[config.mk]
export PLATFORM = sky130hd
export DESIGN_NAME = mcfd_top
export DESIGN_NICKNAME = d
export VERILOG_FILES = /design/src/inc/mcfd_pkg.sv /design/src/rtl/mcfd_top.sv /design/src/rtl/mcfd_rx_class.sv
export SDC_FILE = /design/constraint.sdc
export NUM_CORES = 1
export LEC_CHECK = 0
export BUFFER_PORTS_ARGS = -buffer_cell sky130_fd_sc_hd__buf_2
export CORE_ASPECT_RATIO = 2
export CORE_MARGIN = 5
export CORE_UTILIZATION = 37
export CTS_CLUSTER_SIZE = 28
export DETAILED_ROUTE_END_ITERATION = 6
export HOLD_SLACK_MARGIN = 0.08
export PLACE_DENSITY = 0.71
export REMOVE_ABC_BUFFERS = 1
export SLEW_MARGIN = 20
export SYNTH_ARGS = -nofsm -noshare
export SYNTH_HDL_FRONTEND = slang
export SYNTH_HIERARCHICAL = 1
export SYNTH_SLANG_ARGS = --single-unit
export TNS_END_PERCENT = 1
[constraint.sdc]
create_clock -name i_ref_clk -period 1.8 [get_ports i_ref_clk]
set_input_delay 0.27 -clock i_ref_clk [delete_from_list [all_inputs] [get_ports i_ref_clk]]
set_output_delay 0.27 -clock i_ref_clk [all_outputs]
set_load 0.03 [all_outputs]
[src/inc/mcfd_pkg.sv]
// Constants and carrier types for the MAC control frame dispatcher
// Behaviour
// - The block sits between the MAC and its client and maps client primitives onto MAC calls.
// - The block offers a control request input and a control indication output to the client.
// - Each client control request is interpreted and may start transmits or internal actions.
// - A client data request is sent at once, held, dropped or altered as the control state says; the code never alters one.
// - A received data frame goes to the client unchanged as a data indication.
// - A received control frame is handled inside and may change state or raise indications.
// - Control frames are always consumed and never reach the client as data; with i_bypass set the code forwards them to the client.
// - Control and client frames are told apart only by the Length/Type field value.
// - Control indications carry the current internal state values to the client.
// - The block needs no change to the MAC and looks to it like an ordinary client.
// - Without the control layer the client links straight to the MAC with no processing.
// - Length/Type 88-08 marks a control frame and every other value marks a data frame.
// - The opcode is the first two payload octets after the Length/Type field.
// - A control frame with an unsupported opcode is dropped and the drop is reported.
// - An over-long supported control frame is cut to the minimum size and then acted on.
`default_nettype none

package mcfd_pkg;

  // Frame layout, octet indices counted from the first destination octet
  localparam logic [15:0] MCFD_CTL_TYPE  = 16'h8808;
  localparam logic [6:0]  MCFD_IDX_LT_HI = 7'h0C;
  localparam logic [6:0]  MCFD_IDX_LT_LO = 7'h0D;
  localparam logic [6:0]  MCFD_IDX_OP_HI = 7'h0E;
  localparam logic [6:0]  MCFD_IDX_OP_LO = 7'h0F;
  localparam logic [6:0]  MCFD_IDX_PAR_F = 7'h10;
  localparam logic [6:0]  MCFD_IDX_PAR_L = 7'h13;
  localparam logic [6:0]  MCFD_IDX_MAX   = 7'h7F;

  // Minimum frame counts the FCS, which the MAC strips before handing over
  localparam int          MCFD_MIN_FRAME = 64;
  localparam int          MCFD_FCS_LEN   = 4;
  localparam logic [6:0]  MCFD_CTL_LAST  = 7'(MCFD_MIN_FRAME - MCFD_FCS_LEN - 1);

  // Receive delay covers the header up to the Length/Type field
  localparam int          MCFD_DLY       = 14;

  // Opcodes served by the attached handlers; plain defaults
  localparam logic [15:0] MCFD_OP_SUPP_A = 16'h0001;
  localparam logic [15:0] MCFD_OP_SUPP_B = 16'h0002;

  // One octet of a frame stream
  typedef struct packed {
    logic       valid;
    logic       sof;
    logic       eof;
    logic [7:0] data;
  } mcfd_byte_t;

  // Control request or dispatch to an opcode handler
  typedef struct packed {
    logic        valid;
    logic [15:0] opcode;
    logic [31:0] param;
  } mcfd_disp_t;

  // State indication toward the client
  typedef struct packed {
    logic        valid;
    logic [15:0] opcode;
    logic [15:0] state;
  } mcfd_ind_t;

  typedef enum logic [1:0] {
    MCFD_TX_IDLE   = 2'b00,
    MCFD_TX_CLIENT = 2'b01,
    MCFD_TX_DROP   = 2'b11,
    MCFD_TX_FUNC   = 2'b10
  } mcfd_tx_st_t;

  // Values after reset
  localparam mcfd_byte_t  MCFD_BYTE_RST = '0;
  localparam mcfd_disp_t  MCFD_DISP_RST = '0;
  localparam mcfd_ind_t   MCFD_IND_RST  = '0;
  localparam mcfd_tx_st_t MCFD_TX_RST   = MCFD_TX_IDLE;

  // Saturating octet index, so long frames never wrap into the header
  function automatic logic [6:0] mcfd_idx_inc(input logic [6:0] idx);
    mcfd_idx_inc = (idx == MCFD_IDX_MAX) ? idx : idx + 7'h01;
  endfunction : mcfd_idx_inc

  function automatic logic mcfd_op_supported(input logic [15:0] op);
    mcfd_op_supported = (op == MCFD_OP_SUPP_A) || (op == MCFD_OP_SUPP_B);
  endfunction : mcfd_op_supported

endpackage : mcfd_pkg

`default_nettype wire

[src/rtl/mcfd_top.sv]
// MAC control sublayer: receive steering, transmit gating, control primitives
`default_nettype none

module mcfd_top
  import mcfd_pkg::*;
(
  input  wire logic       i_ref_clk,
  input  wire logic       i_rst,
  input  wire logic       i_bypass,
  input  wire logic       i_rx_enable,
  input  wire mcfd_byte_t i_mac_rx,
  output mcfd_byte_t      o_cl_rx,
  input  wire mcfd_byte_t i_cl_tx,
  output logic            o_cl_tx_ready,
  output mcfd_byte_t      o_mac_tx,
  input  wire logic       i_mac_tx_ready,
  input  wire mcfd_disp_t i_ctl_req,
  output mcfd_disp_t      o_req_disp,
  output mcfd_disp_t      o_rx_disp,
  output logic            o_rx_drop,
  input  wire mcfd_byte_t i_fn_tx,
  output logic            o_fn_tx_ready,
  input  wire logic       i_fn_hold,
  input  wire logic       i_fn_drop,
  input  wire mcfd_ind_t  i_fn_ind,
  output mcfd_ind_t       o_ctl_ind
);

  // Receive path state
  mcfd_byte_t  dly_q [MCFD_DLY];
  mcfd_byte_t  cl_rx_q;
  mcfd_byte_t  cl_rx_d;
  mcfd_byte_t  dly_tail;
  logic        fwd;
  logic        cls_valid;
  logic        cls_ctl;

  // Transmit path state
  mcfd_tx_st_t st_q;
  mcfd_tx_st_t st_d;
  mcfd_byte_t  mac_q;
  mcfd_byte_t  mac_d;
  logic        adv;
  logic        cl_take;
  logic        fn_take;
  logic        cl_beat;
  logic        fn_beat;
  logic        fn_start;
  logic        cl_start;
  logic        cl_discard;

  // Control primitives
  mcfd_disp_t  req_q;
  mcfd_ind_t   ind_q;

  // The MAC stream has no ready: nothing here may ever push back on it
  mcfd_rx_class u_rx_class (
    .i_ref_clk   (i_ref_clk),
    .i_rst       (i_rst),
    .i_rx        (i_mac_rx),
    .i_rx_enable (i_rx_enable),
    .i_bypass    (i_bypass),
    .o_fwd       (fwd),
    .o_cls_valid (cls_valid),
    .o_cls_ctl   (cls_ctl),
    .o_disp      (o_rx_disp),
    .o_drop      (o_rx_drop)
  );

  // Header delay: the verdict lands before the first octet leaves
  always_ff @(posedge i_ref_clk) begin
    if (i_rst) begin
      for (int k = 0; k < MCFD_DLY; k++) begin
        dly_q[k] <= MCFD_BYTE_RST;
      end
    end else begin
      dly_q[0] <= i_mac_rx;
      for (int k = 1; k < MCFD_DLY; k++) begin
        dly_q[k] <= dly_q[k-1];
      end
    end
  end

  // Data frames pass unchanged; control frames are masked out
  assign dly_tail      = dly_q[MCFD_DLY-1];
  assign cl_rx_d.valid = dly_tail.valid && fwd;
  assign cl_rx_d.sof   = dly_tail.sof;
  assign cl_rx_d.eof   = dly_tail.eof;
  assign cl_rx_d.data  = dly_tail.data;

  // Client data indication register
  always_ff @(posedge i_ref_clk) begin
    if (i_rst) begin
      cl_rx_q <= MCFD_BYTE_RST;
    end else begin
      cl_rx_q <= cl_rx_d;
    end
  end

  assign o_cl_rx = cl_rx_q;

  // Transmit handshake decode; the MAC's own ready is obeyed as-is
  assign adv           = !mac_q.valid || i_mac_tx_ready;
  assign cl_take       = ((st_q == MCFD_TX_CLIENT) && adv) || (st_q == MCFD_TX_DROP);
  assign fn_take       = (st_q == MCFD_TX_FUNC) && adv;
  assign o_cl_tx_ready = cl_take;
  assign o_fn_tx_ready = fn_take;
  assign cl_beat       = i_cl_tx.valid && cl_take;
  assign fn_beat       = i_fn_tx.valid && fn_take;

  // Frame start decode; handler frames win a tie at a boundary
  assign fn_start   = i_fn_tx.valid && i_fn_tx.sof && !i_bypass;
  assign cl_start   = i_cl_tx.valid && i_cl_tx.sof && (i_bypass || !i_fn_hold);
  assign cl_discard = i_fn_drop && !i_bypass;

  // Gating acts only between frames, so a frame is never cut in two
  always_comb begin
    st_d = st_q;
    case (st_q)
      MCFD_TX_IDLE: begin
        if (fn_start) begin
          st_d = MCFD_TX_FUNC;
        end else if (cl_start) begin
          st_d = cl_discard ? MCFD_TX_DROP : MCFD_TX_CLIENT;
        end
      end
      MCFD_TX_CLIENT: begin
        if (cl_beat && i_cl_tx.eof) begin
          st_d = MCFD_TX_IDLE;
        end
      end
      MCFD_TX_DROP: begin
        if (cl_beat && i_cl_tx.eof) begin
          st_d = MCFD_TX_IDLE;
        end
      end
      MCFD_TX_FUNC: begin
        if (fn_beat && i_fn_tx.eof) begin
          st_d = MCFD_TX_IDLE;
        end
      end
      default: begin
        st_d = MCFD_TX_IDLE;
      end
    endcase
  end

  // Next MAC octet: client data, handler frame, or an empty slot
  assign mac_d = !adv ? mac_q :
                 (cl_beat && (st_q == MCFD_TX_CLIENT)) ? i_cl_tx :
                 fn_beat ? i_fn_tx : MCFD_BYTE_RST;

  // Transmit state and output register
  always_ff @(posedge i_ref_clk) begin
    if (i_rst) begin
      st_q  <= MCFD_TX_RST;
      mac_q <= MCFD_BYTE_RST;
    end else begin
      st_q  <= st_d;
      mac_q <= mac_d;
    end
  end

  assign o_mac_tx = mac_q;

  // Client control requests launch a handler; ignored when bypassed
  always_ff @(posedge i_ref_clk) begin
    if (i_rst) begin
      req_q <= MCFD_DISP_RST;
    end else begin
      req_q.valid  <= i_ctl_req.valid && !i_bypass;
      req_q.opcode <= i_ctl_req.opcode;
      req_q.param  <= i_ctl_req.param;
    end
  end

  assign o_req_disp = req_q;

  // Handler state reaches the client as control indications
  always_ff @(posedge i_ref_clk) begin
    if (i_rst) begin
      ind_q <= MCFD_IND_RST;
    end else begin
      ind_q.valid  <= i_fn_ind.valid && !i_bypass;
      ind_q.opcode <= i_fn_ind.opcode;
      ind_q.state  <= i_fn_ind.state;
    end
  end

  assign o_ctl_ind = ind_q;
endmodule : mcfd_top

`default_nettype wire

[src/rtl/mcfd_rx_class.sv]
// Receive classifier: Length/Type check, opcode capture and dispatch
`default_nettype none

module mcfd_rx_class
  import mcfd_pkg::*;
(
  input  wire logic       i_ref_clk,
  input  wire logic       i_rst,
  input  wire mcfd_byte_t i_rx,
  input  wire logic       i_rx_enable,
  input  wire logic       i_bypass,
  output logic            o_fwd,
  output logic            o_cls_valid,
  output logic            o_cls_ctl,
  output mcfd_disp_t      o_disp,
  output logic            o_drop
);

  logic [6:0]  idx_q;
  logic [7:0]  lt_hi_q;
  logic        ctl_q;
  logic        en_q;
  logic        fwd_q;
  logic [15:0] op_q;
  logic [31:0] par_q;
  mcfd_disp_t  disp_q;
  logic        drop_q;

  logic [6:0]  cur_idx;
  logic        frame_en;
  logic        at_lt;
  logic        ctl_now;
  logic        ctl_frame;
  logic        at_eof;
  logic        long_ok;
  logic        op_ok;
  logic        in_par;

  // Index decode of the octet on the input this cycle
  assign cur_idx   = i_rx.sof ? 7'h00 : idx_q;
  assign frame_en  = i_rx.sof ? i_rx_enable : en_q;
  assign at_lt     = i_rx.valid && (cur_idx == MCFD_IDX_LT_LO);
  assign ctl_now   = ({lt_hi_q, i_rx.data} == MCFD_CTL_TYPE) && !i_bypass;
  assign ctl_frame = at_lt ? ctl_now : (ctl_q && !i_rx.sof); // No stale verdict
  assign at_eof    = i_rx.valid && i_rx.eof && frame_en;
  // Octets past the minimum are ignored, which truncates long frames
  assign long_ok   = cur_idx >= MCFD_CTL_LAST;
  assign op_ok     = mcfd_op_supported(op_q);
  assign in_par    = (cur_idx >= MCFD_IDX_PAR_F) && (cur_idx <= MCFD_IDX_PAR_L);

  assign o_cls_valid = at_lt && frame_en;
  assign o_cls_ctl   = ctl_now;
  assign o_fwd       = fwd_q;
  assign o_disp      = disp_q;
  assign o_drop      = drop_q;

  // Per-frame parse state; frames shorter than the header count as data
  always_ff @(posedge i_ref_clk) begin
    if (i_rst) begin
      idx_q   <= 7'h00;
      lt_hi_q <= 8'h00;
      ctl_q   <= 1'b0;
      en_q    <= 1'b0;
      fwd_q   <= 1'b0;
      op_q    <= 16'h0000;
      par_q   <= 32'h0000_0000;
    end else if (i_rx.valid) begin
      idx_q <= mcfd_idx_inc(cur_idx);
      en_q  <= frame_en;
      if (i_rx.sof) begin
        ctl_q <= 1'b0;
      end
      if (cur_idx == MCFD_IDX_LT_HI) begin
        lt_hi_q <= i_rx.data;
      end
      if (at_lt) begin
        ctl_q <= ctl_now;
        fwd_q <= frame_en && !ctl_now;
      end else if (i_rx.eof && (cur_idx < MCFD_IDX_LT_LO)) begin
        fwd_q <= frame_en;
      end
      if (cur_idx == MCFD_IDX_OP_HI) begin
        op_q[15:8] <= i_rx.data;
      end
      if (cur_idx == MCFD_IDX_OP_LO) begin
        op_q[7:0] <= i_rx.data;
      end
      if (in_par) begin
        par_q <= {par_q[23:0], i_rx.data};
      end
    end
  end

  // Verdict at end of frame: launch a handler or report a drop
  always_ff @(posedge i_ref_clk) begin
    if (i_rst) begin
      disp_q <= MCFD_DISP_RST;
      drop_q <= 1'b0;
    end else begin
      disp_q.valid  <= at_eof && ctl_frame && long_ok && op_ok && !i_bypass;
      disp_q.opcode <= op_q;
      disp_q.param  <= par_q;
      drop_q        <= at_eof && ctl_frame && !(long_ok && op_ok);
    end
  end
endmodule : mcfd_rx_class

`default_nettype wire

==> flow_metrics.env <==
export IMPL_cp_required_ps=2270
export IMPL_relSlewSlack=0.560
export IMPL_finalSetupViolations=0
export IMPL_routabilityCongestion=0.838
export IMPL_cp_max_fo=10
export IMPL_cts_root_buf="clkbuf_16"
export IMPL_run_status="finished, final reports clean"
export IMPL_routed_via_density=4.52
export IMPL_die_h_um=257
export IMPL_area_growth_pct=37.0
export IMPL_min_period_ps=1730
export IMPL_r2r_setup_slack_ps=80
export IMPL_maxCapViolCount=0
export IMPL_seq_area_mm2=0.00753
export IMPL_final_common_cell="dfxtp_1"
export IMPL_multiInputGateArea_mm2=0.00355
export IMPL_p_per_area_mw_per_mm2=1070
export IMPL_drv_slew=0
export IMPL_grt_pass1_vias=8360
export IMPL_dpl_instance_area_mm2=0.0132
export IMPL_instances_no_fill=1788
export IMPL_min_delay_start="i_rst"
export IMPL_power_leakage_nw=6.85
export IMPL_cp_end_kind="register"
export IMPL_die_w_um=134
export IMPL_syn_avg_cell_area_um2=11.4
export IMPL_p_clk_frac=0.421
export IMPL_internal_power_mw=13.0
export IMPL_grt_max_degree=78
export IMPL_rsz0062_at_grt="true"
export IMPL_antenna_found_initial=1
export IMPL_dp_hpwl_mm=17.2
export IMPL_clk_pin_slew_worst_paths_ps=60
export IMPL_power_frac_seq=0.513
export IMPL_layout_common_cells="dfxtp_1, nor2b_1, buf_2"
export IMPL_switching_share=0.219
export IMPL_wl_per_cell_um=14.7
export IMPL_num_vias=8090
export IMPL_synth_cells=991
export IMPL_routed_wl_mm=26.3
export IMPL_ant_nets=0
export IMPL_cp_start_kind="input port"
export IMPL_arrival_ps=2200
export IMPL_final_area_mm2=0.0155
export IMPL_clkLatencyLatePin_ps=570
export IMPL_grt_usage=0.148
export IMPL_period_share=0.959
export IMPL_hold_path_end="o_ctl_ind[28]"
export IMPL_p_switching_mw=3.63
export IMPL_grt_overflow=0
export IMPL_worst_hold_slack_ps=102
export IMPL_drtIter0Drc=246
export IMPL_critPathKind="input port to register"
export IMPL_dr_pass1_iters=4
export IMPL_drc=0
export IMPL_port_buffers=277
export IMPL_regToRegEndpoint="o_mac_tx[4]"
export IMPL_worst_slew_pin_slew_ps=658
export IMPL_placed_cells=1613
export IMPL_finalClockSkew_ps=13.9
export IMPL_max_freq_mhz=579
export IMPL_rows=90
export IMPL_ys_warn_count=6
export IMPL_cts_buffers=31
export IMPL_clkSinkCount=376
export IMPL_nNetsFinal=1516
export IMPL_ir_worst_vdd_v=0.00104
export IMPL_finalPower_mw=16.6
export IMPL_reg2reg_depth=6
export IMPL_grt_pass1_wl_mm=41.9
export IMPL_clock_path_buffers=3
export IMPL_hold_depth=2
export IMPL_pin_count=278
export IMPL_reg2reg_from="o_mac_tx[10]"
export IMPL_core_area_mm2=0.0302
export IMPL_hp_class="input port to register"
export IMPL_cts_tree="built"
export IMPL_netlist_area_mm2=0.0113
export IMPL_initial_core_util=0.375
export IMPL_die_area_mm2=0.0344
export IMPL_drive_gt1_frac=0.286
export IMPL_htreeDepth=1
export IMPL_pwr_share_comb=0.066
export IMPL_finalHoldViolations=0
export IMPL_fillers=2600
==> timing repair <==
| item | 4_1_cts | 5_1_grt |
|---|---|---|
| resized for setup | 2 | 9 |
| hold endpoints to repair | 122 | 0 |
| endpoints found under the setup margin | 2 | 25 |
| setup buffers | 1 | 0 |
| pin swaps | 0 | 1 |
| gates cloned | 0 | 0 |
| hold buffers | 115 | 0 |
==> registers in the layout (all words and copies together), names as in the netlist, 2 cells and up <==
name and cells:
dly_q 154, o_req_disp 49, u_rx_class/o_disp 49, o_ctl_ind 33, u_rx_class/par_q 32, u_rx_class/op_q 16, o_cl_rx 11, o_mac_tx 11
u_rx_class/lt_hi_q 8, u_rx_class/idx_q 7, st_q 2
==> worst max path at each step <==
| stage | startpoint | to | slack, ps | cells after the start |
|---|---|---|---|---|
| 2_1_floorplan | u_rx_class/idx_q[4] | u_rx_class/par_q[10] | -270 | 4 |
| 3_3_place_gp | i_mac_rx[9] | u_rx_class/o_disp[48] | 110 | 5 |
| 3_5_place_dp | i_mac_rx[9] | u_rx_class/o_disp[48] | 70 | 5 |
| 4_1_cts | o_mac_tx[10] | o_mac_tx[1] | 10 | 6 |
| 5_1_grt | o_mac_tx[10] | o_mac_tx[4] | -6 | 6 |
| 6_report | i_mac_rx[9] | u_rx_class/idx_q[2] | 70 | 6 |
==> critical path, stage by stage <==
cell and delay [ps]:
dlygate4sd3_1 530, buf_2 190, and3b_1 360, nand4_1 290, a31o_2 330, a211oi_1 220
==> per-layer routing <==
metal / track usage / up-vias / share of wire
met5: 0 / - / 0
li1: - / 3988 / -
met4: 0.0712 / 0 / 0.049
met3: 0.0281 / 83 / 0.053
met1: 0.149 / 3760 / 0.36
met2: 0.285 / 259 / 0.54
==> area by class of cell <==
class | count | share of cell area
inverter | 2 | 0.000484
antenna | 1 | 0.000161
timing repair buffer | 427 | 0.185
clock buffer | 46 | 0.0595
tap | 368 | 0.0297
clock inverter | 12 | 0.0105
multi-input combinational | 556 | 0.229
sequential | 376 | 0.486
==> metrics by stage <==
| stage | utilization | setup WS [ps] | setup TNS (ps) |
|---|---|---|---|
| floorplan | - | -268 | -2650 |
| global placement | 0.438 | 111 | 0 |
| detailed placement | 0.438 | 67.6 | 0 |
| CTS | 0.513 | 13.3 | 0 |
| global route | 0.514 | -5.67 | -5.67 |
| finish | 0.514 | 73.6 | 0 |
==> power groups by stage <==
stage	combinational, mW	sequential (mW)	clock, mW
finish	1.10	8.52	6.98
global route	1.18	8.53	7.60
CTS	1.09	8.51	7.26
detailed placement	0.893	8.70	0
global placement	0.884	8.70	0
floorplan	0.192	8.91	0
Note: power is estimated with default switching activity, not from simulation.
